**config.mk**
```make
export PLATFORM = sky130hd
export DESIGN_NAME = erm_matrix
export DESIGN_NICKNAME = d
export VERILOG_FILES = /design/src/hdl/erm_pkg.sv /design/src/hdl/erm_matrix.sv
export SDC_FILE = /design/constraint.sdc
export NUM_CORES = 1
export LEC_CHECK = 0
export BUFFER_PORTS_ARGS = -buffer_cell sky130_fd_sc_hd__buf_2
export CORE_AREA = 2 2 161 163
export DETAILED_ROUTE_END_ITERATION = 10
export DIE_AREA = 0 0 163 165
export GPL_TIMING_DRIVEN = 0
export PLACE_DENSITY_LB_ADDON = 0.08
export SYNTH_ARGS = -nofsm -noshare
export SYNTH_HDL_FRONTEND = slang
export SYNTH_SLANG_ARGS = --single-unit
```
**constraint.sdc**
```tcl
create_clock -name ref_clk -period 6.65 [get_ports ref_clk]
set_input_delay 1.33 -clock ref_clk [delete_from_list [all_inputs] [get_ports ref_clk]]
set_output_delay 1.33 -clock ref_clk [all_outputs]
set_load 0.02 [all_outputs]
```
**src/hdl/erm_pkg.sv**
```systemverilog
// Package with register map, source codes and event carriers of the event routing matrix.
package erm_pkg;
  localparam int ERM_ASYNC_CH = 4;
  localparam int ERM_SYNC_CH = 2;
  localparam int ERM_ASYNC_USERS = 13;
  localparam int ERM_SYNC_USERS = 2;
  localparam logic [7:0] ERM_REG_RESET = 8'h00;

  // Register byte offsets.
  localparam logic [7:0] ERM_OFF_ASYNC_STROBE = 8'h00;
  localparam logic [7:0] ERM_OFF_SYNC_STROBE = 8'h01;
  localparam logic [7:0] ERM_OFF_ASYNC_SRC = 8'h02;
  localparam logic [7:0] ERM_OFF_SYNC_SRC = 8'h0a;
  localparam logic [7:0] ERM_OFF_ASYNC_USER = 8'h12;
  localparam logic [7:0] ERM_OFF_SYNC_USER = 8'h22;

  // Asynchronous channel source codes.
  localparam logic [7:0] ERM_SRC_OFF = 8'h00;
  localparam logic [7:0] ERM_ASRC_LT0 = 8'h01;
  localparam logic [7:0] ERM_ASRC_LT1 = 8'h02;
  localparam logic [7:0] ERM_ASRC_CMP0 = 8'h03;
  localparam logic [7:0] ERM_ASRC_CT_BCLR = 8'h04;
  localparam logic [7:0] ERM_ASRC_CT_ASET = 8'h05;
  localparam logic [7:0] ERM_ASRC_CT_BSET = 8'h06;
  localparam logic [7:0] ERM_ASRC_CT_PROG = 8'h07;
  localparam logic [7:0] ERM_ASRC_RT_OVF = 8'h08;
  localparam logic [7:0] ERM_ASRC_RT_CMP = 8'h09;
  localparam logic [7:0] ERM_ASRC_PIN_FIRST = 8'h0a;
  localparam logic [7:0] ERM_ASRC_PIN_LAST = 8'h11;
  localparam logic [7:0] ERM_ASRC_HI0 = 8'h12;
  localparam logic [7:0] ERM_ASRC_HI1 = 8'h13;
  localparam logic [7:0] ERM_ASRC_HI2 = 8'h14;
  localparam logic [2:0] ERM_PORT_C_CMP1_IDX = 3'h6;
  localparam logic [2:0] ERM_PORT_C_CMP2_IDX = 3'h7;

  // Synchronous channel source codes.
  localparam logic [7:0] ERM_SSRC_CAP0 = 8'h01;
  localparam logic [7:0] ERM_SSRC_MT_OVF = 8'h02;
  localparam logic [7:0] ERM_SSRC_MT_CMP2 = 8'h06;
  localparam logic [7:0] ERM_SSRC0_PC_FIRST = 8'h07;
  localparam logic [7:0] ERM_SSRC0_PC_LAST = 8'h0c;
  localparam logic [7:0] ERM_SSRC0_PA_FIRST = 8'h0d;
  localparam logic [7:0] ERM_SSRC0_PA_LAST = 8'h14;
  localparam logic [7:0] ERM_SSRC0_CAP1 = 8'h15;
  localparam logic [7:0] ERM_SSRC1_PB_FIRST = 8'h08;
  localparam logic [7:0] ERM_SSRC1_PB_LAST = 8'h0f;
  localparam logic [7:0] ERM_SSRC1_CAP1 = 8'h10;

  // User selector codes.
  localparam logic [7:0] ERM_USR_OFF = 8'h00;
  localparam logic [7:0] ERM_USR_SYNC0 = 8'h01;
  localparam logic [7:0] ERM_USR_SYNC1 = 8'h02;
  localparam logic [7:0] ERM_USR_ASYNC0 = 8'h03;
  localparam logic [7:0] ERM_USR_ASYNC3 = 8'h06;

  // Asynchronous generators; periodic_tap bit 0 is divide by 8192, bit 7 divide by 64.
  typedef struct packed {
    logic logic_table_zero_out;
    logic logic_table_one_out;
    logic comparator_zero_out;
    logic comparator_one_out;
    logic comparator_two_out;
    logic control_timer_cmp_b_clear;
    logic control_timer_cmp_a_set;
    logic control_timer_cmp_b_set;
    logic control_timer_prog_event;
    logic realtime_overflow;
    logic realtime_compare;
    logic debug_link_line;
    logic [7:0] port_a_line;
    logic [7:0] port_b_line;
    logic [5:0] port_c_line;
    logic [7:0] periodic_tap;
  } erm_async_gen_s;

  typedef struct packed {
    logic capture_timer_zero;
    logic capture_timer_one;
    logic main_timer_overflow;
    logic main_timer_compare_two;
    logic [7:0] port_a_line;
    logic [7:0] port_b_line;
    logic [5:0] port_c_line;
  } erm_sync_gen_s;

  typedef struct packed {
    logic capture_timer_zero;
    logic converter_zero;
    logic logic_table_zero_input_zero;
    logic logic_table_one_input_zero;
    logic logic_table_zero_input_one;
    logic logic_table_one_input_one;
    logic control_timer_input_zero;
    logic control_timer_input_one;
    logic event_pin_out_zero;
    logic event_pin_out_one;
    logic event_pin_out_two;
    logic capture_timer_one;
    logic converter_one;
    logic main_timer;
    logic serial_port_zero;
  } erm_user_evt_s;
endpackage

```
**src/hdl/erm_matrix.sv**
```systemverilog
// Event routing matrix: channel source muxes, user muxes, software strobes and register file.
// How it works
// - Writing a one to a strobe bit inverts that channel for exactly one clock, seen by all its users.
// - Four asynchronous source selectors sit at 0x02 to 0x05 and reset to zero, meaning unconnected.
// - Async source codes 0x01 to 0x09 pick the logic tables, comparator zero, control timer and real-time events.
// - Codes 0x0a to 0x14 pick port pins, periodic taps, comparators one and two or the debug line per channel.
// - Two synchronous source selectors sit at 0x0a and 0x0b and reset to zero, meaning unconnected.
// - Sync source codes pick capture timers, main timer events and port pins as laid out per channel.
// - Thirteen async-capable user selectors sit from 0x12 on, each serving one fixed user.
// - An async-capable user selector maps 1 and 2 to the sync channels and 3 to 6 to the async channels.
// - Two sync-only user selectors at 0x22 and 0x23 serve the main timer and serial port and reset to off.
// - A sync-only user selector maps 1 and 2 to the sync channels and can never reach an async channel.
// - Pulses and levels from generators pass through the matrix unchanged.
// - Strobes need the clock, while the configured routing paths are purely combinational.
// - Async events are synchronised inside users, and sync-only users see only sync channels.
module erm_matrix (
  input wire logic ref_clk,
  input wire logic rst,
  input wire logic [7:0] reg_addr,
  input wire logic [7:0] reg_wdata,
  input wire logic reg_wr,
  input wire logic reg_rd,
  output logic [7:0] reg_rdata,
  input wire erm_pkg::erm_async_gen_s async_gen,
  input wire erm_pkg::erm_sync_gen_s sync_gen,
  output erm_pkg::erm_user_evt_s user_evt
);
  import erm_pkg::*;

  logic [7:0] async_strobe;
  logic [7:0] sync_strobe;
  logic [7:0] async_src [ERM_ASYNC_CH];
  logic [7:0] sync_src [ERM_SYNC_CH];
  logic [7:0] async_user [ERM_ASYNC_USERS];
  logic [7:0] sync_user [ERM_SYNC_USERS];
  logic [ERM_ASYNC_CH-1:0] async_pulse;
  logic [ERM_SYNC_CH-1:0] sync_pulse;
  logic [7:0] next_async_strobe;
  logic [7:0] next_sync_strobe;
  logic [7:0] next_async_src [ERM_ASYNC_CH];
  logic [7:0] next_sync_src [ERM_SYNC_CH];
  logic [7:0] next_async_user [ERM_ASYNC_USERS];
  logic [7:0] next_sync_user [ERM_SYNC_USERS];
  logic [ERM_ASYNC_CH-1:0] next_async_pulse;
  logic [ERM_SYNC_CH-1:0] next_sync_pulse;
  logic [7:0] next_reg_rdata;
  logic [ERM_ASYNC_CH-1:0] async_chan;
  logic [ERM_SYNC_CH-1:0] sync_chan;
  logic [ERM_ASYNC_USERS-1:0] async_user_evt;
  logic [ERM_SYNC_USERS-1:0] sync_user_evt;

  function automatic logic in_range(input logic [7:0] code, input logic [7:0] lo, input logic [7:0] hi);
    return (code >= lo) && (code <= hi);
  endfunction

  function automatic logic [2:0] pin_index(input logic [7:0] code, input logic [7:0] first);
    logic [7:0] diff;
    diff = code - first;
    return diff[2:0];
  endfunction

  // Source pick for one asynchronous channel.
  function automatic logic async_pick(input int ch, input logic [7:0] code, input erm_async_gen_s g);
    logic r;
    logic [2:0] idx;
    r = 1'b0;
    idx = pin_index(code, ERM_ASRC_PIN_FIRST);
    unique case (code)
      ERM_ASRC_LT0: r = g.logic_table_zero_out;
      ERM_ASRC_LT1: r = g.logic_table_one_out;
      ERM_ASRC_CMP0: r = g.comparator_zero_out;
      ERM_ASRC_CT_BCLR: r = g.control_timer_cmp_b_clear;
      ERM_ASRC_CT_ASET: r = g.control_timer_cmp_a_set;
      ERM_ASRC_CT_BSET: r = g.control_timer_cmp_b_set;
      ERM_ASRC_CT_PROG: r = g.control_timer_prog_event;
      ERM_ASRC_RT_OVF: r = g.realtime_overflow;
      ERM_ASRC_RT_CMP: r = g.realtime_compare;
      default: r = 1'b0;
    endcase
    // Channel specific pins, taps and comparators.
    if (in_range(code, ERM_ASRC_PIN_FIRST, ERM_ASRC_PIN_LAST)) begin
      if (ch == 0) begin
        r = g.port_a_line[idx];
      end else if (ch == 1) begin
        r = g.port_b_line[idx];
      end else if (ch == 2) begin
        if (idx == ERM_PORT_C_CMP1_IDX) begin
          r = g.comparator_one_out;
        end else if (idx == ERM_PORT_C_CMP2_IDX) begin
          r = g.comparator_two_out;
        end else begin
          r = g.port_c_line[idx];
        end
      end else begin
        r = g.periodic_tap[idx];
      end
    end
    if (ch == 0) begin
      if (code == ERM_ASRC_HI0) begin
        r = g.debug_link_line;
      end else if (code == ERM_ASRC_HI1) begin
        r = g.comparator_one_out;
      end else if (code == ERM_ASRC_HI2) begin
        r = g.comparator_two_out;
      end
    end else if (ch != 2) begin
      if (code == ERM_ASRC_HI0) begin
        r = g.comparator_one_out;
      end else if (code == ERM_ASRC_HI1) begin
        r = g.comparator_two_out;
      end
    end
    return r;
  endfunction

  // Source pick for one synchronous channel.
  function automatic logic sync_pick(input int ch, input logic [7:0] code, input erm_sync_gen_s g);
    logic r;
    r = 1'b0;
    // Shared and per channel sync sources.
    if (code == ERM_SSRC_CAP0) begin
      r = g.capture_timer_zero;
    end else if (code == ERM_SSRC_MT_OVF) begin
      r = g.main_timer_overflow;
    end else if (code == ERM_SSRC_MT_CMP2) begin
      r = g.main_timer_compare_two;
    end else if (ch == 0) begin
      if (in_range(code, ERM_SSRC0_PC_FIRST, ERM_SSRC0_PC_LAST)) begin
        r = g.port_c_line[pin_index(code, ERM_SSRC0_PC_FIRST)];
      end else if (in_range(code, ERM_SSRC0_PA_FIRST, ERM_SSRC0_PA_LAST)) begin
        r = g.port_a_line[pin_index(code, ERM_SSRC0_PA_FIRST)];
      end else if (code == ERM_SSRC0_CAP1) begin
        r = g.capture_timer_one;
      end
    end else begin
      if (in_range(code, ERM_SSRC1_PB_FIRST, ERM_SSRC1_PB_LAST)) begin
        r = g.port_b_line[pin_index(code, ERM_SSRC1_PB_FIRST)];
      end else if (code == ERM_SSRC1_CAP1) begin
        r = g.capture_timer_one;
      end
    end
    return r;
  endfunction

  // Channel pick for a user; async_ok is low for sync-only users.
  function automatic logic user_pick(input logic [7:0] sel, input logic async_ok, input logic [1:0] sch,
                                     input logic [3:0] ach);
    logic r;
    logic [7:0] diff;
    r = 1'b0;
    diff = sel - ERM_USR_ASYNC0;
    if (sel == ERM_USR_SYNC0) begin
      r = sch[0];
    end else if (sel == ERM_USR_SYNC1) begin
      r = sch[1];
    end else if (async_ok && in_range(sel, ERM_USR_ASYNC0, ERM_USR_ASYNC3)) begin
      r = ach[diff[1:0]];
    end
    return r;
  endfunction

  // Register writes, strobe pulses and read data.
  always_comb begin
    next_async_strobe = async_strobe;
    next_sync_strobe = sync_strobe;
    next_async_src = async_src;
    next_sync_src = sync_src;
    next_async_user = async_user;
    next_sync_user = sync_user;
    next_async_pulse = '0;
    next_sync_pulse = '0;
    next_reg_rdata = 8'h00;
    if (reg_wr) begin
      // Strobe writes arm a one-cycle inversion.
      if (reg_addr == ERM_OFF_ASYNC_STROBE) begin
        next_async_strobe = reg_wdata;
        next_async_pulse = reg_wdata[ERM_ASYNC_CH-1:0];
      end
      if (reg_addr == ERM_OFF_SYNC_STROBE) begin
        next_sync_strobe = reg_wdata;
        next_sync_pulse = reg_wdata[ERM_SYNC_CH-1:0];
      end
      for (int i = 0; i < ERM_ASYNC_CH; i++) begin
        if (reg_addr == ERM_OFF_ASYNC_SRC + 8'(i)) begin
          next_async_src[i] = reg_wdata;
        end
      end
      for (int i = 0; i < ERM_SYNC_CH; i++) begin
        if (reg_addr == ERM_OFF_SYNC_SRC + 8'(i)) begin
          next_sync_src[i] = reg_wdata;
        end
      end
      for (int i = 0; i < ERM_ASYNC_USERS; i++) begin
        if (reg_addr == ERM_OFF_ASYNC_USER + 8'(i)) begin
          next_async_user[i] = reg_wdata;
        end
      end
      for (int i = 0; i < ERM_SYNC_USERS; i++) begin
        if (reg_addr == ERM_OFF_SYNC_USER + 8'(i)) begin
          next_sync_user[i] = reg_wdata;
        end
      end
    end
    if (reg_rd) begin
      if (reg_addr == ERM_OFF_ASYNC_STROBE) begin
        next_reg_rdata = async_strobe;
      end
      if (reg_addr == ERM_OFF_SYNC_STROBE) begin
        next_reg_rdata = sync_strobe;
      end
      for (int i = 0; i < ERM_ASYNC_CH; i++) begin
        if (reg_addr == ERM_OFF_ASYNC_SRC + 8'(i)) begin
          next_reg_rdata = async_src[i];
        end
      end
      for (int i = 0; i < ERM_SYNC_CH; i++) begin
        if (reg_addr == ERM_OFF_SYNC_SRC + 8'(i)) begin
          next_reg_rdata = sync_src[i];
        end
      end
      for (int i = 0; i < ERM_ASYNC_USERS; i++) begin
        if (reg_addr == ERM_OFF_ASYNC_USER + 8'(i)) begin
          next_reg_rdata = async_user[i];
        end
      end
      for (int i = 0; i < ERM_SYNC_USERS; i++) begin
        if (reg_addr == ERM_OFF_SYNC_USER + 8'(i)) begin
          next_reg_rdata = sync_user[i];
        end
      end
    end
  end

  always_ff @(posedge ref_clk) begin
    if (rst) begin
      async_strobe <= ERM_REG_RESET;
      sync_strobe <= ERM_REG_RESET;
      async_src <= '{default: ERM_REG_RESET};
      sync_src <= '{default: ERM_REG_RESET};
      async_user <= '{default: ERM_REG_RESET};
      sync_user <= '{default: ERM_REG_RESET};
      async_pulse <= '0;
      sync_pulse <= '0;
      reg_rdata <= 8'h00;
    end else begin
      async_strobe <= next_async_strobe;
      sync_strobe <= next_sync_strobe;
      async_src <= next_async_src;
      sync_src <= next_sync_src;
      async_user <= next_async_user;
      sync_user <= next_sync_user;
      async_pulse <= next_async_pulse;
      sync_pulse <= next_sync_pulse;
      reg_rdata <= next_reg_rdata;
    end
  end

  // Routing is combinational so configured paths work with the clock stopped; levels and pulses pass as-is.
  // Clockless routing path.
  always_comb begin
    for (int c = 0; c < ERM_ASYNC_CH; c++) begin
      async_chan[c] = async_pick(c, async_src[c], async_gen) ^ async_pulse[c];
    end
    for (int c = 0; c < ERM_SYNC_CH; c++) begin
      sync_chan[c] = sync_pick(c, sync_src[c], sync_gen) ^ sync_pulse[c];
    end
    for (int u = 0; u < ERM_ASYNC_USERS; u++) begin
      async_user_evt[u] = user_pick(async_user[u], 1'b1, sync_chan, async_chan);
    end
    // Sync-only users never see async channels.
    for (int u = 0; u < ERM_SYNC_USERS; u++) begin
      sync_user_evt[u] = user_pick(sync_user[u], 1'b0, sync_chan, async_chan);
    end
  end

  always_comb begin
    user_evt.capture_timer_zero = async_user_evt[0];
    user_evt.converter_zero = async_user_evt[1];
    user_evt.logic_table_zero_input_zero = async_user_evt[2];
    user_evt.logic_table_one_input_zero = async_user_evt[3];
    user_evt.logic_table_zero_input_one = async_user_evt[4];
    user_evt.logic_table_one_input_one = async_user_evt[5];
    user_evt.control_timer_input_zero = async_user_evt[6];
    user_evt.control_timer_input_one = async_user_evt[7];
    user_evt.event_pin_out_zero = async_user_evt[8];
    user_evt.event_pin_out_one = async_user_evt[9];
    user_evt.event_pin_out_two = async_user_evt[10];
    user_evt.capture_timer_one = async_user_evt[11];
    user_evt.converter_one = async_user_evt[12];
    user_evt.main_timer = sync_user_evt[0];
    user_evt.serial_port_zero = sync_user_evt[1];
  end

  AST_ASYNC_STROBE_PULSE: assert property (@(posedge ref_clk) disable iff (rst)
    (reg_wr && reg_addr == ERM_OFF_ASYNC_STROBE) |=> (async_pulse == $past(reg_wdata[3:0])))
    else $error("async strobe pulse does not match written bits");

  AST_STROBE_ENDS: assert property (@(posedge ref_clk) disable iff (rst)
    !(reg_wr && reg_addr <= ERM_OFF_SYNC_STROBE) |=> (async_pulse == '0 && sync_pulse == '0))
    else $error("strobe pulse lasted more than one cycle");

  AST_STROBE_SEEN_BY_USER: assert property (@(posedge ref_clk) disable iff (rst)
    (async_src[0] == ERM_SRC_OFF && async_user[8] == ERM_USR_ASYNC0 && reg_wr
     && reg_addr == ERM_OFF_ASYNC_STROBE && reg_wdata[0])
    |=> user_evt.event_pin_out_zero ##1 (!async_pulse[0] || $past(reg_wr)))
    else $error("strobe not seen by user for one cycle");

  AST_SRC_RESET: assert property (@(posedge ref_clk)
    rst |=> (async_src[0] == ERM_REG_RESET && async_src[3] == ERM_REG_RESET && sync_src[1] == ERM_REG_RESET))
    else $error("source selector not cleared by reset");

  AST_CMP0_ROUTE: assert property (@(posedge ref_clk) disable iff (rst)
    (async_src[1] == ERM_ASRC_CMP0 && !async_pulse[1]) |-> (async_chan[1] == async_gen.comparator_zero_out))
    else $error("comparator zero not routed on async channel one");

  AST_TAP_ROUTE: assert property (@(posedge ref_clk) disable iff (rst)
    (async_src[3] == ERM_ASRC_PIN_LAST && !async_pulse[3]) |-> (async_chan[3] == async_gen.periodic_tap[7]))
    else $error("last periodic tap not routed on async channel three");

  AST_SYNC_WRITE: assert property (@(posedge ref_clk) disable iff (rst)
    (reg_wr && reg_addr == ERM_OFF_SYNC_SRC + 8'h01) |=> (sync_src[1] == $past(reg_wdata)))
    else $error("sync source selector one did not take the write");

  AST_SYNC_CAP1: assert property (@(posedge ref_clk) disable iff (rst)
    (sync_src[0] == ERM_SSRC0_CAP1 && !sync_pulse[0]) |-> (sync_chan[0] == sync_gen.capture_timer_one))
    else $error("capture timer one not routed on sync channel zero");

  AST_USER_MAP: assert property (@(posedge ref_clk) disable iff (rst)
    (async_user[12] == ERM_USR_ASYNC3) |-> (user_evt.converter_one == async_chan[3]))
    else $error("async user does not follow async channel three");

  AST_SYNC_USER_ONLY: assert property (@(posedge ref_clk) disable iff (rst)
    (sync_user[1] > ERM_USR_SYNC1) |-> !user_evt.serial_port_zero)
    else $error("sync-only user reached a non-sync selection");

  AST_UNLISTED_OFF: assert property (@(posedge ref_clk) disable iff (rst)
    (async_src[2] > ERM_ASRC_PIN_LAST) |-> (async_chan[2] == async_pulse[2]))
    else $error("unlisted source code connected a generator");

  AST_READ_BACK: assert property (@(posedge ref_clk) disable iff (rst)
    (reg_rd && reg_addr == ERM_OFF_ASYNC_USER) |=> (reg_rdata == $past(async_user[0])))
    else $error("read of first user selector returned wrong data");

  AST_SYNC_STROBE_PULSE: assert property (@(posedge ref_clk) disable iff (rst)
    (reg_wr && reg_addr == ERM_OFF_SYNC_STROBE) |=> (sync_pulse == $past(reg_wdata[1:0])))
    else $error("sync strobe pulse does not match written bits");

  AST_USER_RESET: assert property (@(posedge ref_clk)
    rst |=> (sync_user[0] == ERM_USR_OFF && sync_user[1] == ERM_USR_OFF && async_user[12] == ERM_USR_OFF))
    else $error("user selector not cleared by reset");

  AST_SYNC_USER_MAP: assert property (@(posedge ref_clk) disable iff (rst)
    (sync_user[0] == ERM_USR_SYNC1) |-> (user_evt.main_timer == sync_chan[1]))
    else $error("sync-only user does not follow sync channel one");

  AST_SYNC_USER_NO_ASYNC: assert property (@(posedge ref_clk) disable iff (rst)
    (sync_user[0] >= ERM_USR_ASYNC0 && sync_user[0] <= ERM_USR_ASYNC3) |-> !user_evt.main_timer)
    else $error("sync-only user reached an asynchronous channel");

  COV_ASYNC_STROBE: cover property (@(posedge ref_clk) disable iff (rst)
    reg_wr && reg_addr == ERM_OFF_ASYNC_STROBE ##1 async_pulse != '0);
  COV_SYNC_ROUTE: cover property (@(posedge ref_clk) disable iff (rst)
    sync_user[0] == ERM_USR_SYNC1 && user_evt.main_timer);
  COV_PIN_OUT: cover property (@(posedge ref_clk) disable iff (rst)
    async_user[9] == ERM_USR_ASYNC0 && $rose(user_evt.event_pin_out_one));
endmodule

```
# == After elaboration in Yosys (flattened, before gate mapping) ==
# Cells that the tools add are included.
# classes
add_sub_neg,20
order_cmp,60
n_eq_ne,105
muxes,134
n_bitwise,10
reduce_logical,47
# ops
operator,count
"8-bit by 2-bit equality test with 1-bit output, second input constant",27
8-bit 2-to-1 mux,23
"8-bit by 1-bit equality test with 1-bit output, second input constant",22
"8-bit by 5-bit equality test with 1-bit output, second input constant",22
"8-bit by 3-bit equality test with 1-bit output, second input constant",20
"8-bit by 2-bit greater-or-equal comparator with 1-bit output, second input constant",13
"8-bit by 3-bit less-or-equal comparator with 1-bit output, second input constant",13
1-bit 2-to-1 mux,87
"8-bit by 4-bit equality test with 1-bit output, second input constant",10
"8-bit by 4-bit greater-or-equal comparator with 1-bit output, second input constant",6
2-bit AND reduction,23
"8-bit by 5-bit less-or-equal comparator with 1-bit output, second input constant",5
"2-bit by 3-bit < comparator with 1-bit output, second input constant",13
1-bit one-hot mux with 9 select lines,4
"3-bit by 4-bit < comparator with 1-bit output, second input constant",7
1-bit binary-select mux with 2-bit select,13
"2-bit subtractor, second input constant",13
1-bit binary-select mux with 3-bit select,7
1-bit logical AND,20
"8-bit by 6-bit equality test with 1-bit output, second input constant",2
"8-bit by 4-bit less-or-equal comparator with 1-bit output, second input constant",2
"3-bit by 2-bit subtractor with 3-bit output, second input constant",4
"8-bit by 3-bit greater-or-equal comparator with 1-bit output, second input constant",1
8-bit zero test,1
other kinds (7),18
# totals
ff_bits,198
in_bits,88
out_inout_bits,23
wordCells,402

# == Longest topological paths before layout ==
# logic_depth
word_depth,24
ltp_mapped,12
mapped_depth_nobuf,10

# == Worst setup path after synthesis ==
# No wires, ideal clock.
# synth_timing
path_type,input port to output port
startpoint,in async_gen[27] (netlist name)
endpoint,out user_evt[7] (netlist name)
t_arrival_ns,3.654
t_required_ns,5.320
setup_slack_ns,1.666
stages,8
n_path_buf,1
cell_sequence,mux4_2 > or4b_1 > a22oi_2 > mux2i_1 > nor2_2 > buf_6 > a2111o_1 > a31oi_1
# synth_rtl
item,line_no,source
"start, declared",erm_matrix.sv:24,"input wire erm_pkg::erm_async_gen_s async_gen,"
"end, declared",erm_matrix.sv:26,output erm_pkg::erm_user_evt_s user_evt

==> results.tsv <==
metric	value	unit
syn avg cell area	7.90	um2
Post-Route WL	48300	um
clock sink count	198	
Die Y	165	um
Setup Crit Path Kind	reg -> out	
r2r setup slk	3900	ps
die area	26900	um2
n_diodes	0	
area grow syn2layout	12.7	%
fin crit share	91.5	%
Slew Limit Fails	0	
number of global-route vias before repair	12418	
TritonRoute pass-1 iters	6	
Synth async-reset ratio	0	%
Lkg Pwr	0.00541	uW
Max Cap Viol	0	
1st-iter DRT viols	1586	
clk buf depth	2	
synth top area cells	dfxtp_1, mux2i_1, a21oi_1, nand2_1, nand3_1	
Critical Path AT	4750	ps
area of the core	25000	um2
Final Hold Fails	0	
Hold Crit Depth	2	
RSZ-0062 raised after global routing	no	
worst r2r path cells	9	
worst-path fanout max	10	
#FFs+latches synth	198	
Setup violations, final	0	
status	completed	
Hold WC Path Type	reg -> reg	
Layout Utilization	56.1	%
Post-Synthesis Cells	1578	
skew final	8.93	ps
EDFF count, synth	0	
first-pass GRT wire length	72900	um
worst rel slew slack	12.4	%
Nets	1831	
DIE WIDTH	163	um
Row Count	58	
Worst-Margin Slew	1300	ps
total track usage	35.9	%
register area share after synthesis	31.8	%
Post-CTS Setup Inserts	0	
Initial Util	49.8	%
TritonCTS clock tree	yes	
setup tns final	0	ps
f_max	164	MHz
CP Capture Type	output port	
Yosys top cell area share	31.8	%
Clk pin slew, worst setup/hold paths	80	ps
Mapped Area	12500	um2
GR Overflow Total	0	
PwrDens	185	nW/um2
layout cells sized above 1	11.8	%
DR WL/cell	23.7	um
Ys Warns	0	
drt via density	6.38	
# DRC	0	
post-cts gate resize count	0	
Post-DRT Antenna Nets	0	
TritonCTS buffer count	17	
Main synth FF type	dfxtp_1	
min Tclk post-route	6080	ps
Unique masters post-synth	80	
worst-skew pair later-pin latency	450	ps
routability congestion estimate	1.02	
maximum vdd drop	0.154	mV
CP Data Required Time	5320	ps
htree depth	4	
pre-CTS WS	758	ps
I/O pins	111	
largest net degree at the start of global routing	19	
PortBufs	102	
Final HPWL DP	35900	um
clk root buf	clkbuf_16	
Post-Syn Nets	1710	
post-synth top area cell	dfxtp_1	
count leader, synth	dfxtp_1	
DR vias	13024	
CP startpoint kind	flop	
synth cell count leaders	dfxtp_1, nand2_1, nor2_1	
cts hold-fix bufs	0	
initial antenna violation count	0	
setup ws final	567	ps
-- metrics by stage --
step,power (uW),std cells,hold WS (ps),instance area [um2]
floorplan,1320,1578,441,12500
global placement,1420,2010,454,13400
detailed placement,1420,2010,461,13400
CTS,2580,2041,471,14000
global route,2640,2041,495,14000
finish,2590,2041,471,14000
-- power breakdown --
part	switching (uW)	internal, uW
combinational	156	59.7
sequential	1.84	1190
clock	533	654
total	691	1900
-- path summary, 6_finish.rpt --
check / startpoint / endpoint
max: sync_src[8] / user_evt[14]
min: async_user[60] / async_user[60]
max reg2reg: async_src[19] / reg_rdata[3]
min reg2reg: async_user[60] / async_user[60]
-- kinds of logic after synthesis --
kind of cell	Yosys count	synth area share (%)
compound gates	368	19.8
mux	145	13.3
fa+ha+maj	44	4.42
xor+xnor	5	0.351
flops	198	31.8
simple gates	656	25.1
buf+inv	162	5.30
-- metal layers --
metal  vias up  global-route usage, %  share of wire, %
met1      6210                   45.4                41
met4         0                   19.7               5.5
met2       653                   57.8                45
met3       165                   6.60               8.2
met5         -                      0                 0
li1       5996                      -                 -
-- worst max-delay path: stages, from the launching register on --
cell and delay (ps):
dfxtp_1 360, buf_2 250, inv_1 120, ha_1 400, mux4_2 280, o21ai_0 110
a211oi_1 330, a32oi_1 130, xnor2_1 1050, clkbuf_1 800, o32a_1 280, buf_2 180
-- final cells by class --
class	count	area, um2
fill	2473	11000
multi-input combinational	1218	7840
sequential	198	3960
timing repair buffer	102	510
buffer	121	507
clock buffer	18	439
tap	330	413
clock inverter	13	208
inverter	41	154
-- sequential cells by signal, summed over array words and instances, names as in the netlist --
signal	cells
sync_pulse	2
async_user	104
reg_rdata	8
async_src	32
sync_user	16
sync_src	16
async_strobe	8
sync_strobe	8
async_pulse	4
-- placed cells by master (no fill, tap or decap), types with 7 or more instances in the layout --
cell type    n
dfxtp_1    198
nand2_1    190
nor2_1     166
a21oi_1    144
nand3_1    131
buf_2      120
mux2i_1    119
clkbuf_1    90
nor3_1      49
ha_1        44
inv_1       41
o21ai_0     35
nor2b_1     20
o22ai_1     20
nand3b_1    17
clkbuf_16   17
mux4_2      15
o221ai_1    14
or4_1       14
a22oi_1     14
o211ai_1    12
nand2b_1    12
a31oi_1     11
nor4_1      10
a211oi_1    10
mux2_2      10
o32a_1      10
nor3b_1      8
buf_1        8
o2111ai_1    7
o211a_1      7
(Power assumes the default switching activity.)
